--- config.mk ---
export PLATFORM = sky130hd
export DESIGN_NAME = cms_ctrl
export DESIGN_NICKNAME = d
export VERILOG_FILES = /design/src/design/cms_flash.v /design/src/design/cms_ctrl.v
export VERILOG_INCLUDE_DIRS = /design/src /design/src/design
export SDC_FILE = /design/constraint.sdc
export NUM_CORES = 1
export LEC_CHECK = 0
export ABC_AREA = 0
export BUFFER_PORTS_ARGS = -buffer_cell sky130_fd_sc_hd__buf_2
export CAP_MARGIN = 20
export CORE_MARGIN = 2
export CORE_UTILIZATION = 50
export CTS_CLUSTER_DIAMETER = 120
export DETAILED_ROUTE_END_ITERATION = 10
export MAX_ROUTING_LAYER = met4
export PLACE_DENSITY = 0.79
export SYNTH_ARGS = -nofsm -noshare
export SYNTH_HDL_FRONTEND = slang
export SYNTH_SLANG_ARGS = --single-unit
--- constraint.sdc ---
create_clock -name aclk -period 5 [get_ports aclk]
set_clock_uncertainty 0.05 [all_clocks]
set_input_delay 1 -clock aclk [delete_from_list [all_inputs] [get_ports aclk]]
set_output_delay 1 -clock aclk [all_outputs]
set_load 0.02 [all_outputs]
--- src/design/cms_map.vh ---
// constants for the cpu mode and status controller
// assumes a 10 mhz aclk and an axi4-lite register bus
`ifndef CMS_MAP_VH
`define CMS_MAP_VH
`define CMS_CLK_MHZ 10
`define CMS_SLOW_MS 500
`define CMS_FAST_MS 125
`define CMS_SLOW_CYC (`CMS_SLOW_MS * 1000 * `CMS_CLK_MHZ)
`define CMS_FAST_CYC (`CMS_FAST_MS * 1000 * `CMS_CLK_MHZ)
`define CMS_OFS_CTRL 8'h00
`define CMS_OFS_STAT 8'h04
`define CMS_OFS_IRQ_STAT 8'h08
`define CMS_OFS_IRQ_EN 8'h0c
`define CMS_OFS_IRQ_CLR 8'h10
`define CMS_CTRL_RST 4'h0
`define CMS_IRQ_EN_RST 4'h0
`define CMS_CTRL_PG_STOP 0
`define CMS_CTRL_SELF_STOP 1
`define CMS_CTRL_ORST_REQ 2
`define CMS_CTRL_CHECK 3
`define CMS_ST_STOP 3'h0
`define CMS_ST_RUN 3'h1
`define CMS_ST_INIT 3'h2
`define CMS_ST_ERASE 3'h3
`define CMS_ST_CLEAR 3'h4
`define CMS_ST_CHECK 3'h5
`define CMS_WHY_USER 2'h0
`define CMS_WHY_SELF 2'h1
`define CMS_WHY_ORST 2'h2
`define CMS_WHY_ORDONE 2'h3
`define CMS_EV_RUN 0
`define CMS_EV_STOP 1
`define CMS_EV_ERASE 2
`define CMS_EV_CLEAR 3
`define CMS_STARTUP_BLOCK 8'h14
`define CMS_ERASE_CYC 16
`endif

--- src/design/cms_flash.v ---
// toggle generator for slow and rapid indicator flashing
// assumes one free-running clock
`timescale 1ns/100ps
`default_nettype none
`include "cms_map.vh"
module cms_flash #(
    parameter SLOW_CYC = `CMS_SLOW_CYC,
    parameter FAST_CYC = `CMS_FAST_CYC
) (
    // clock and reset
    input wire aclk,
    input wire aresetn,
    // flash levels
    output reg slow_reg,
    output reg fast_reg
);
    reg [31:0] slow_cnt_reg;
    reg [31:0] fast_cnt_reg;
    always @(posedge aclk) begin
        if (!aresetn) begin
            slow_cnt_reg <= 32'h0;
            fast_cnt_reg <= 32'h0;
            slow_reg <= 1'b0;
            fast_reg <= 1'b0;
        end else begin
            // two fixed, distinct periods
            if (slow_cnt_reg >= SLOW_CYC - 1) begin
                slow_cnt_reg <= 32'h0;
                slow_reg <= ~slow_reg;
            end else begin
                slow_cnt_reg <= slow_cnt_reg + 32'h1;
            end
            if (fast_cnt_reg >= FAST_CYC - 1) begin
                fast_cnt_reg <= 32'h0;
                fast_reg <= ~fast_reg;
            end else begin
                fast_cnt_reg <= fast_cnt_reg + 32'h1;
            end
        end
    end
endmodule // cms_flash
`default_nettype wire

--- src/design/cms_ctrl.v ---
// cpu operating-mode controller with run/stop indicators and axi4-lite regs
// assumes switch inputs already debounced and synchronous to aclk
// How it works
// - program runs only while run indicator on
// - selector run to stop enters stop, lit
// - overall reset erases all ram areas
// - reset clears state, startup block, restarts
// - restart resumes, keeps flags and timers
// - running shows run on, stop off
// - user or peer stop: stop steady
// - initial start or check: both off
// - self stop is signalled to peers
// - pending overall reset: stopped, rapid flash
// - overall reset done: stop steady lit
// - output inhibit blocks outputs to safe
`timescale 1ns/100ps
`default_nettype none
`include "cms_map.vh"
module cms_ctrl #(
    parameter SLOW_CYC = `CMS_SLOW_CYC,
    parameter FAST_CYC = `CMS_FAST_CYC,
    parameter ERASE_CYC = `CMS_ERASE_CYC
) (
    // clock and reset
    input wire aclk,
    input wire aresetn,
    // operator switches
    input wire selector_run,
    input wire momentary_switch_down,
    input wire momentary_switch_up,
    // peer cpus
    input wire peer_stop_in,
    output reg peer_stop_out_reg,
    // program engine side
    output reg exec_enable_reg,
    output reg resume_pulse_reg,
    output reg cold_start_pulse_reg,
    output reg [7:0] startup_handler_block_reg,
    output reg erase_ram_reg,
    output reg erase_submodule_reg,
    output reg clear_state_reg,
    output reg output_inhibit_reg,
    // indicators
    output reg run_led_reg,
    output reg stop_led_reg,
    output wire irq,
    // axi4-lite write
    input wire [7:0] s_axi_awaddr,
    input wire s_axi_awvalid,
    output wire s_axi_awready,
    input wire [31:0] s_axi_wdata,
    input wire [3:0] s_axi_wstrb,
    input wire s_axi_wvalid,
    output wire s_axi_wready,
    output reg [1:0] s_axi_bresp,
    output reg s_axi_bvalid,
    input wire s_axi_bready,
    // axi4-lite read
    input wire [7:0] s_axi_araddr,
    input wire s_axi_arvalid,
    output wire s_axi_arready,
    output reg [31:0] s_axi_rdata,
    output reg [1:0] s_axi_rresp,
    output reg s_axi_rvalid,
    input wire s_axi_rready
);
    reg [2:0] state_reg;
    reg [2:0] state_next;
    reg [1:0] why_reg;
    reg [1:0] why_next;
    reg sel_q_reg;
    reg [15:0] cnt_reg;
    reg [3:0] ctrl_reg;
    reg [3:0] irq_stat_reg;
    reg [3:0] irq_en_reg;
    reg [3:0] ev;
    reg aw_got_reg;
    reg w_got_reg;
    reg [7:0] aw_addr_reg;
    reg [31:0] w_data_reg;
    reg [3:0] w_strb_reg;
    wire slow_flash;
    wire fast_flash;
    wire sel_to_stop;
    wire sel_to_run;
    wire cnt_done;

    // one decode shared by execution, indicator and inhibit paths
    function is_live(input [2:0] st);
        is_live = (st == `CMS_ST_RUN);
    endfunction

    cms_flash #(.SLOW_CYC(SLOW_CYC), .FAST_CYC(FAST_CYC)) u_flash (
        .aclk(aclk),
        .aresetn(aresetn),
        .slow_reg(slow_flash),
        .fast_reg(fast_flash)
    );

    assign sel_to_stop = sel_q_reg & ~selector_run;
    assign sel_to_run = ~sel_q_reg & selector_run;
    assign cnt_done = (cnt_reg == ERASE_CYC - 1);

    // mode sequencing
    always @* begin
        state_next = state_reg;
        why_next = why_reg;
        ev = 4'h0;
        case (state_reg)
            `CMS_ST_INIT: begin
                // power-up always lands in stop with overall reset pending
                state_next = `CMS_ST_STOP;
                why_next = `CMS_WHY_ORST;
            end
            `CMS_ST_RUN: begin
                if (!selector_run || ctrl_reg[`CMS_CTRL_PG_STOP] || peer_stop_in) begin
                    state_next = `CMS_ST_STOP;
                    why_next = `CMS_WHY_USER;
                    ev[`CMS_EV_STOP] = 1'b1;
                end else if (ctrl_reg[`CMS_CTRL_ORST_REQ]) begin
                    state_next = `CMS_ST_STOP;
                    why_next = `CMS_WHY_ORST;
                    ev[`CMS_EV_STOP] = 1'b1;
                end else if (ctrl_reg[`CMS_CTRL_SELF_STOP]) begin
                    state_next = `CMS_ST_STOP;
                    why_next = `CMS_WHY_SELF;
                    ev[`CMS_EV_STOP] = 1'b1;
                end else if (ctrl_reg[`CMS_CTRL_CHECK]) begin
                    state_next = `CMS_ST_CHECK;
                end
            end
            `CMS_ST_CHECK: begin
                // a stop request must not be lost while the program is checked
                if (!selector_run || ctrl_reg[`CMS_CTRL_PG_STOP] || peer_stop_in) begin
                    state_next = `CMS_ST_STOP;
                    why_next = `CMS_WHY_USER;
                    ev[`CMS_EV_STOP] = 1'b1;
                end else if (!ctrl_reg[`CMS_CTRL_CHECK]) begin
                    state_next = `CMS_ST_RUN;
                end
            end
            `CMS_ST_STOP: begin
                if (ctrl_reg[`CMS_CTRL_ORST_REQ] && why_reg != `CMS_WHY_ORDONE) begin
                    why_next = `CMS_WHY_ORST;
                end else if (why_reg == `CMS_WHY_SELF && sel_to_stop) begin
                    why_next = `CMS_WHY_USER;
                end
                if (sel_to_run) begin
                    if (momentary_switch_down) begin
                        state_next = `CMS_ST_ERASE;
                    end else if (momentary_switch_up) begin
                        state_next = `CMS_ST_CLEAR;
                    end else if (why_reg != `CMS_WHY_ORST && !peer_stop_in &&
                                 !ctrl_reg[`CMS_CTRL_PG_STOP]) begin
                        state_next = `CMS_ST_RUN;
                        ev[`CMS_EV_RUN] = 1'b1;
                    end
                end
            end
            `CMS_ST_ERASE: begin
                if (cnt_done) begin
                    state_next = `CMS_ST_STOP;
                    why_next = `CMS_WHY_ORDONE;
                    ev[`CMS_EV_ERASE] = 1'b1;
                end
            end
            `CMS_ST_CLEAR: begin
                if (cnt_done) begin
                    state_next = `CMS_ST_RUN;
                    why_next = `CMS_WHY_USER;
                    ev[`CMS_EV_CLEAR] = 1'b1;
                    ev[`CMS_EV_RUN] = 1'b1;
                end
            end
            default: begin
                state_next = `CMS_ST_INIT;
            end
        endcase
    end

    always @(posedge aclk) begin
        if (!aresetn) begin
            state_reg <= `CMS_ST_INIT;
            why_reg <= `CMS_WHY_USER;
            sel_q_reg <= 1'b0;
            cnt_reg <= 16'h0;
            exec_enable_reg <= 1'b0;
            resume_pulse_reg <= 1'b0;
            cold_start_pulse_reg <= 1'b0;
            startup_handler_block_reg <= 8'h0;
            erase_ram_reg <= 1'b0;
            erase_submodule_reg <= 1'b0;
            clear_state_reg <= 1'b0;
            output_inhibit_reg <= 1'b1;
            run_led_reg <= 1'b0;
            stop_led_reg <= 1'b0;
            peer_stop_out_reg <= 1'b0;
        end else begin
            state_reg <= state_next;
            why_reg <= why_next;
            sel_q_reg <= selector_run;
            cnt_reg <= (state_next == state_reg && (state_reg == `CMS_ST_ERASE ||
                        state_reg == `CMS_ST_CLEAR)) ? cnt_reg + 16'h1 : 16'h0;
            // run indicator and execution move together
            exec_enable_reg <= is_live(state_next);
            run_led_reg <= is_live(state_next);
            // resume keeps flags, timers, counters and image untouched
            resume_pulse_reg <= ev[`CMS_EV_RUN] & ~ev[`CMS_EV_CLEAR];
            cold_start_pulse_reg <= ev[`CMS_EV_CLEAR];
            startup_handler_block_reg <= `CMS_STARTUP_BLOCK;
            erase_ram_reg <= (state_next == `CMS_ST_ERASE);
            erase_submodule_reg <= (state_next == `CMS_ST_ERASE);
            clear_state_reg <= (state_next == `CMS_ST_CLEAR);
            // outputs held safe whenever not running
            output_inhibit_reg <= ~is_live(state_next);
            peer_stop_out_reg <= (state_next == `CMS_ST_STOP) &&
                                 (why_next == `CMS_WHY_SELF);
            case (state_next)
                `CMS_ST_STOP: begin
                    case (why_next)
                        `CMS_WHY_SELF: stop_led_reg <= slow_flash;
                        `CMS_WHY_ORST: stop_led_reg <= fast_flash;
                        default: stop_led_reg <= 1'b1;
                    endcase
                end
                default: stop_led_reg <= 1'b0;
            endcase
        end
    end

    // axi4-lite slave, one write and one read at a time
    assign s_axi_awready = ~aw_got_reg & ~s_axi_bvalid;
    assign s_axi_wready = ~w_got_reg & ~s_axi_bvalid;
    assign s_axi_arready = ~s_axi_rvalid;

    always @(posedge aclk) begin
        if (!aresetn) begin
            aw_got_reg <= 1'b0;
            w_got_reg <= 1'b0;
            aw_addr_reg <= 8'h0;
            w_data_reg <= 32'h0;
            w_strb_reg <= 4'h0;
            s_axi_bvalid <= 1'b0;
            s_axi_bresp <= 2'h0;
            s_axi_rvalid <= 1'b0;
            s_axi_rresp <= 2'h0;
            s_axi_rdata <= 32'h0;
            ctrl_reg <= `CMS_CTRL_RST;
            irq_en_reg <= `CMS_IRQ_EN_RST;
            irq_stat_reg <= 4'h0;
        end else begin
            if (s_axi_awvalid && s_axi_awready) begin
                aw_got_reg <= 1'b1;
                aw_addr_reg <= s_axi_awaddr;
            end
            if (s_axi_wvalid && s_axi_wready) begin
                w_got_reg <= 1'b1;
                w_data_reg <= s_axi_wdata;
                w_strb_reg <= s_axi_wstrb;
            end
            // set wins over clear
            irq_stat_reg <= irq_stat_reg | ev;
            if (aw_got_reg && w_got_reg) begin
                aw_got_reg <= 1'b0;
                w_got_reg <= 1'b0;
                s_axi_bvalid <= 1'b1;
                s_axi_bresp <= 2'h0;
                case (aw_addr_reg)
                    `CMS_OFS_CTRL: if (w_strb_reg[0]) ctrl_reg <= w_data_reg[3:0];
                    `CMS_OFS_IRQ_EN: if (w_strb_reg[0]) irq_en_reg <= w_data_reg[3:0];
                    `CMS_OFS_IRQ_CLR: if (w_strb_reg[0])
                        irq_stat_reg <= (irq_stat_reg & ~w_data_reg[3:0]) | ev;
                    `CMS_OFS_STAT, `CMS_OFS_IRQ_STAT: s_axi_bresp <= 2'h0;
                    default: s_axi_bresp <= 2'h2;
                endcase
            end else if (s_axi_bvalid && s_axi_bready) begin
                s_axi_bvalid <= 1'b0;
            end
            if (s_axi_arvalid && s_axi_arready) begin
                s_axi_rvalid <= 1'b1;
                s_axi_rresp <= 2'h0;
                case (s_axi_araddr)
                    `CMS_OFS_CTRL: s_axi_rdata <= {28'h0, ctrl_reg};
                    `CMS_OFS_STAT: s_axi_rdata <= {25'h0, output_inhibit_reg,
                        why_reg, run_led_reg, state_reg};
                    `CMS_OFS_IRQ_STAT: s_axi_rdata <= {28'h0, irq_stat_reg};
                    `CMS_OFS_IRQ_EN: s_axi_rdata <= {28'h0, irq_en_reg};
                    `CMS_OFS_IRQ_CLR: s_axi_rdata <= 32'h0;
                    default: begin
                        s_axi_rdata <= 32'h0;
                        s_axi_rresp <= 2'h2;
                    end
                endcase
            end else if (s_axi_rvalid && s_axi_rready) begin
                s_axi_rvalid <= 1'b0;
            end
        end
    end

    assign irq = |(irq_stat_reg & irq_en_reg);
endmodule // cms_ctrl
`default_nettype wire

==> metrics.txt, run 1 <==
outcome complete, no violations; Synth Cell Area 0.00604 sq mm; Max-cap violations 0; setup TNS 0 ns; YS warnings 0; Synth area leader dfxtp_1; DRC Markers 0; Syn-to-layout area delta 15.4%; Least-Margin Pin Slew 0.912 ns; # hold bufs at CTS 0; initial drt markers 186; cts repair resizes 0; DIE HEIGHT 114 um; EDFF count, synth 0; Finished Core Util 58.5%; Worst Setup Start Kind primary input; period utilization 56.5%; vias in the first global route 4417; DR vias 4578; DRT Pass-1 Iters 5; FFs w/ async S/R, synth 0%; CTS Buf Count 17; Crit path largest cell delay 0.45 ns; vias per cell 5.14; Yosys reg bits 135; CTS tree yes; largest cells by area after synthesis dfxtp_1 (45%), nor2_1 (4.8%), xnor2_1 (4.5%), buf_4 (4.5%), nand2_1 (3.2%); Top FF cell, synth dfxtp_1; FF+latch area 0.00270 sq mm; initial core utilization 50.7%; first-pass GRT wire length 19.5 mm; WL/cell 13.2 um; Synth top area share 44.8%; number of routed nets with antenna violations 0; fin crit period 2.82 ns; CTS max path bufs 2; CP cell instances buf_2 -> or3b_1 -> o41ai_1 -> a21oi_1 -> a211oi_2 -> inv_1 -> ha_1 -> a221o_1 -> and4b_1; Max Freq 354 MHz; worst vdd ir 0.237 mV; maximum number of pins on one net before global-route repair 55; Syn Inst Count 658; antenna cells 0; share of layout cells above drive strength 1 17.1%; IO Pins 123; DPL Wire Length 8.33 mm; Final #Nets 798; final setup fails 0; final worst slack 2.18 ns; Mapped Avg Cell Area 9.17 sq um; kind of critical path primary input to register; relative slew slack 38.7%; Power Total 2550 uW; Max Transition Viols Final 0; hold crit path type register to register; RSZ-0062 raised after global routing no; fillers 1010; global route overflow 0; post-synthesis cell type count 67; # Post-CTS Setup Buffers 0; Die ar. 0.0130 sq mm; register area share after synthesis 44.8%; initial antenna violation count 0; CP max-delay cell or3b_1; placed inst area 0.00633 sq mm; Power Density 366 mW/mm^2; crit-path max FO 6; IO buf count 58; Root Buffer clkbuf_16; post-route cell area 0.00696 sq mm; Lkg Pwr 0.00265 uW; required time of the critical path 5.26 ns; Sink Count 135; Core Area 0.0119 sq mm; final WL 11.8 mm; H-tree depth 4; area of the multi-input gates 0.00307 sq mm; row cnt 40; Worst-Skew Late Latency 0.42 ns; Data arrival, critical path 3.08 ns; dpl ws 1.77 ns; Final Hold Fails 0; Setup crit end kind register; All-Layer GR Usage 19.3%; Final GP Congestion 0.846; Die X 114 um; Worst-path clk slew 0.05 ns
## metal layers
metal | wire (um) | track usage [%] | up-vias | share of wire, %
met2 | 5810 | 31.4 | 117 | 49
met5 | 0 | - | - | 0
met3 | 462 | 5.05 | 15 | 3.9
met1 | 5270 | 22.3 | 2126 | 45
met4 | 206 | 9.19 | 0 | 1.8
li1 | - | - | 2320 | -
## cell usage after synthesis (4+ instances only)
master and instances:
nor4_2 5, and4_1 8, o21a_1 5, a21boi_0 18
nor4_1 6, nor3b_1 5, xor2_1 19, o211ai_1 9
nor2b_1 20, mux2i_1 18, dfxtp_1 135, and3_1 9
and2_1 6, nor2_2 10, nand2b_1 5, nand3_1 22
ha_1 5, buf_4 36, or3_1 8, nor2_1 77
xnor2_1 31, buf_2 4, nand4_1 11, o21ai_0 11
a21oi_1 14, nor3_1 19, inv_1 20, clkbuf_1 17
nand2_1 51
## metrics by stage
stage	hold WS (ns)	instances
2_1_floorplan	0.367	710
3_3_place_gp	0.378	856
3_5_place_dp	0.392	856
4_1_cts	0.403	888
5_1_grt	0.415	890
6_report	0.395	890
## cell usage in the layout (no fill, tap or decap), types with 6 or more instances in the layout
| master | count |
|---|---|
| xor2_1 | 19 |
| clkbuf_16 | 17 |
| nand2_1 | 51 |
| inv_1 | 20 |
| or3_1 | 8 |
| nor3_1 | 19 |
| nand4_1 | 11 |
| conb_1 | 53 |
| nand3_1 | 22 |
| buf_2 | 58 |
| nor2_2 | 10 |
| nor2_1 | 77 |
| nor2b_1 | 20 |
| a21boi_0 | 18 |
| and2_1 | 6 |
| nor4_1 | 6 |
| mux2i_1 | 18 |
| and3_1 | 9 |
| and4_1 | 8 |
| a21oi_1 | 14 |
| o21ai_0 | 11 |
| o211ai_1 | 9 |
| xnor2_1 | 31 |
| dfxtp_1 | 135 |
## layout make-up
class / count / area share, %
Tap cell: 147 / 2.64
Clock buffer: 19 / 6.22
Sequential cell: 135 / 38.8
Clock inverter: 13 / 2.59
Inverter: 20 / 1.08
Timing Repair Buffer: 61 / 4.55
Multi-Input combinational cell: 495 / 44.1
## cell families (layout without fill, tap and decap cells)
group	after synthesis	after routing	synth area share, %
buffers and inverters	80	113	7.55
adders and majority gates	5	5	1.04
and+or+nand+nor	285	285	25.9
other	1	53	0.0621
xor gates and xnor gates	50	50	7.26
DFF	135	135	44.8
muxes	19	19	3.17
AOI/OAI and AO/OA	83	83	10.2
## worst max-delay path: cells and delay by family
family          cells  cell delay (ns)
compound gates      4             1.05
fa+ha+maj           1             0.20
buf+inv             2             0.17
simple gates        2             0.65
## worst paths after layout
kind	start	endpoint	slack (ns)	cells past startpoint
worst max-delay path	selector_run	stop_led_reg$_SDFF_PN0_	2.18	9
worst min-delay path	u_flash.slow_cnt_reg[0]$_SDFF_PP0_	u_flash.slow_cnt_reg[0]$_SDFF_PP0_	0.40	1
worst max register to register	state_reg[2]$_SDFF_PN0_	stop_led_reg$_SDFF_PN0_	2.47	7
worst min register to register	u_flash.slow_cnt_reg[0]$_SDFF_PP0_	u_flash.slow_cnt_reg[0]$_SDFF_PP0_	0.40	1
## power breakdown
part           internal, uW  switching [uW]  total, uW
Combinational          50.9            90.6        142
Clock                   830             453       1280
Sequential             1100            20.8       1130
Total                  1990             565       2550
No activity file was read; power rests on OpenSTA's default activity.
==> run 2: changes to the inputs <==
--- a/config.mk
+++ b/config.mk
@@ -6,7 +6,7 @@
 export SDC_FILE = /design/constraint.sdc
 export NUM_CORES = 1
 export LEC_CHECK = 0
-export ABC_AREA = 0
+export ABC_AREA = 1
 export BUFFER_PORTS_ARGS = -buffer_cell sky130_fd_sc_hd__buf_2
 export CAP_MARGIN = 20
 export CORE_MARGIN = 2
@@ -14,7 +14,7 @@
 export CTS_CLUSTER_DIAMETER = 120
 export DETAILED_ROUTE_END_ITERATION = 10
 export MAX_ROUTING_LAYER = met4
-export PLACE_DENSITY = 0.79
+export PLACE_DENSITY = 0.78
 export SYNTH_ARGS = -nofsm -noshare
 export SYNTH_HDL_FRONTEND = slang
 export SYNTH_SLANG_ARGS = --single-unit
==> constraint.sdc (replaced) <==
create_clock -name aclk -period 2.8 [get_ports aclk]
set_clock_uncertainty 0.05 [all_clocks]
set_input_delay 0.56 -clock aclk [delete_from_list [all_inputs] [get_ports aclk]]
set_output_delay 0.56 -clock aclk [all_outputs]
set_load 0.02 [all_outputs]
==> metrics.txt, run 2 <==
Die ar. 0.0137 sq mm (+5.3%); required time of the critical path 3.06 ns (-2.20 ns); DIE HEIGHT 117 um (+2.6%); Synth area leader dfxtp_1; Die X 117 um (+2.6%); maximum number of pins on one net before global-route repair 24 (-56%); area of the multi-input gates 0.00314 sq mm (+2.3%); Synth Cell Area 0.00637 sq mm (+5.5%); Syn Inst Count 856 (+30%); Setup crit end kind register; register area share after synthesis 42.4% (-2.3 points); IO buf count 58 (unchanged); Net Sw Frac 23.5% (+1.4 points); EDFF count, synth 0 (unchanged); hold crit path type primary input to register; Final #Nets 1007 (+26%); Root Buffer clkbuf_16; YS warnings 0 (unchanged); All-Layer GR Usage 19.8% (+0.51 points); WL/cell 11.0 um (-16%); FFs w/ async S/R, synth 0% (unchanged); antenna cells 0 (unchanged); most frequent cells in the layout nand2_1 (157), dfxtp_1 (135), nor2_1 (130), inv_1 (90), nand3_1 (59); most frequent cells after synthesis nand2_1 (157), dfxtp_1 (135), nor2_1 (130); Non-Filler Instances 1123 (+26%); initial drt markers 337 (+81%); Data arrival, critical path 2.48 ns (-0.60 ns); # Post-CTS Setup Buffers 0 (unchanged); count leader, synth nand2_1; Worst-Skew Late Latency 0.42 ns (about the same); first-pass GRT wire length 20.7 mm (+6.2%); Lkg Pwr 0.00301 uW (+13%); cts repair resizes 0 (unchanged); relative slew slack 46.4% (+7.8 points); final worst slack 0.582 ns (-1.59 ns); H-tree depth 4 (unchanged); fillers 1167 (+16%); share of layout cells above drive strength 1 13.9% (-3.2 points); Worst Setup Start Kind register; crit-path max FO 10 (+4); Top FF cell, synth dfxtp_1; number of routed nets with antenna violations 0 (unchanged); Max-cap violations 0 (unchanged); Final GP Congestion 0.880 (+4.1%); Syn-to-layout area delta 15.1%; Final Hold Fails 0 (unchanged); DR vias 5343 (+17%); Switching Power 1060 uW (+88%); FF+latch area 0.00270 sq mm (unchanged); CTS tree yes; Mapped Avg Cell Area 7.44 sq um (-19%); largest cells by area after synthesis dfxtp_1 (42%), nand2_1 (9.3%), nor2_1 (7.7%), inv_1 (5.3%), nand3_1 (4.6%); initial core utilization 50.9% (+0.21 points); kind of critical path register to register; IO Pins 123 (unchanged); post-synthesis cell type count 44 (-34%); Least-Margin Pin Slew 0.802 ns (-0.110 ns); Post-Place Cells 1092 (+28%); clock power share 49.3% (-1.0 points); setup TNS 0 ns (unchanged); row cnt 41 (+2.5%); DRC Markers 0 (unchanged); most common cell after layout, fill and taps aside nand2_1; DPL Wire Length 8.87 mm (+6.5%); period utilization 79.2%; Max Transition Viols Final 0 (unchanged); RSZ-0062 raised after global routing no; outcome complete, no violations; initial antenna violation count 0 (unchanged); Sink Count 135 (unchanged); sequential share of power 44.6% (+0.5 points); CTS Buf Count 17 (unchanged); Worst-path clk slew 0.06 ns (about the same); vias per cell 4.76 (-7.5%); CTS max path bufs 2 (unchanged); final setup fails 0 (unchanged); Core Area 0.0125 sq mm (+5.1%); DRT Pass-1 Iters 5 (unchanged); global route overflow 0 (unchanged); dpl ws 0.529 ns (-1.24 ns); Power Internal 3450 uW (+74%); Max Freq 451 MHz; Gate power share 6.1% (+0.6 points); Synth top area share 42.4% (-2.3 points); fin crit period 2.22 ns; final WL 12.4 mm (+5.5%); # hold bufs at CTS 0 (unchanged); worst vdd ir 0.429 mV (+81%); vias in the first global route 4797 (+8.6%); Power Density 616 mW/mm^2 (+68%); Yosys reg bits 135 (unchanged)
## run 2: power by group through the flow
stage,logic (uW),clock network (uW),registers (uW)
floorplan,233,0,2050
finish,274,2220,2010
global route,314,2350,2020
global placement,269,0,2050
CTS,274,2250,2010
detailed placement,273,0,2050
## run 2: worst paths after layout
path                                 from                      end  slack (ns)  depth (start not counted)
setup / recovery  state_reg[2]$_SDFF_PN0_  stop_led_reg$_SDFF_PN0_        0.58                         10
hold / removal               selector_run     sel_q_reg$_SDFF_PN0_        0.31                          3
setup reg to reg  state_reg[2]$_SDFF_PN0_  stop_led_reg$_SDFF_PN0_        0.58                         10
hold reg to reg     cnt_reg[0]$_SDFF_PN0_    cnt_reg[0]$_SDFF_PN0_        0.39                          1
## run 2: metrics by stage
stage,utilization (%),power [uW],hold slack [ns],area (sq um)
after floorplan,-,2290,0.363,6560
after global placement,53.9,2320,0.379,6740
after detailed placement,53.9,2330,0.384,6740
after CTS,58.5,4540,0.290,7330
after global routing,58.5,4680,0.311,7330
final,58.5,4510,0.308,7330
## run 2: final cells by class
type                    count  share of cell area, %
clock inverters            12                   2.08
multi-input cells         626                   42.9
flip-flops and latches    135                   36.9
inverters                  98                   5.02
well taps                 172                   2.94
clock buffers              19                   5.91
repair buffers             61                   4.27
## run 2: layer usage
metal | vias up | GRT usage, % | share of wire (%)
li1 | 2843 | - | -
met1 | 2378 | 23.2 | 46
met2 | 104 | 31.8 | 48
met3 | 18 | 6.02 | 4.0
met4 | 0 | 8.08 | 1.5
met5 | - | - | 0
## run 2: cell families after synthesis
| logic type | Yosys count | share of synthesized area (%) |
|---|---|---|
| adder cells (fa/ha/maj) | 5 | 0.982 |
| other | 1 | 0.0589 |
| buffers and inverters | 147 | 11.3 |
| flip-flops | 135 | 42.4 |
| AO/OA/AOI/OAI | 86 | 7.39 |
| XOR/XNOR | 34 | 4.68 |
| AND/OR/NAND/NOR | 448 | 33.2 |
## run 2: worst max-delay path, cell delays in order, from the launching register on
cell and delay [ns]:
dfxtp_1 0.60, inv_2 0.14, nor3_2 0.31, nand3_1 0.13, nand2_1 0.09, nor2_1 0.05, nor2_1 0.12, inv_1 0.06
ha_1 0.28, a221oi_1 0.21, nor2_1 0.07
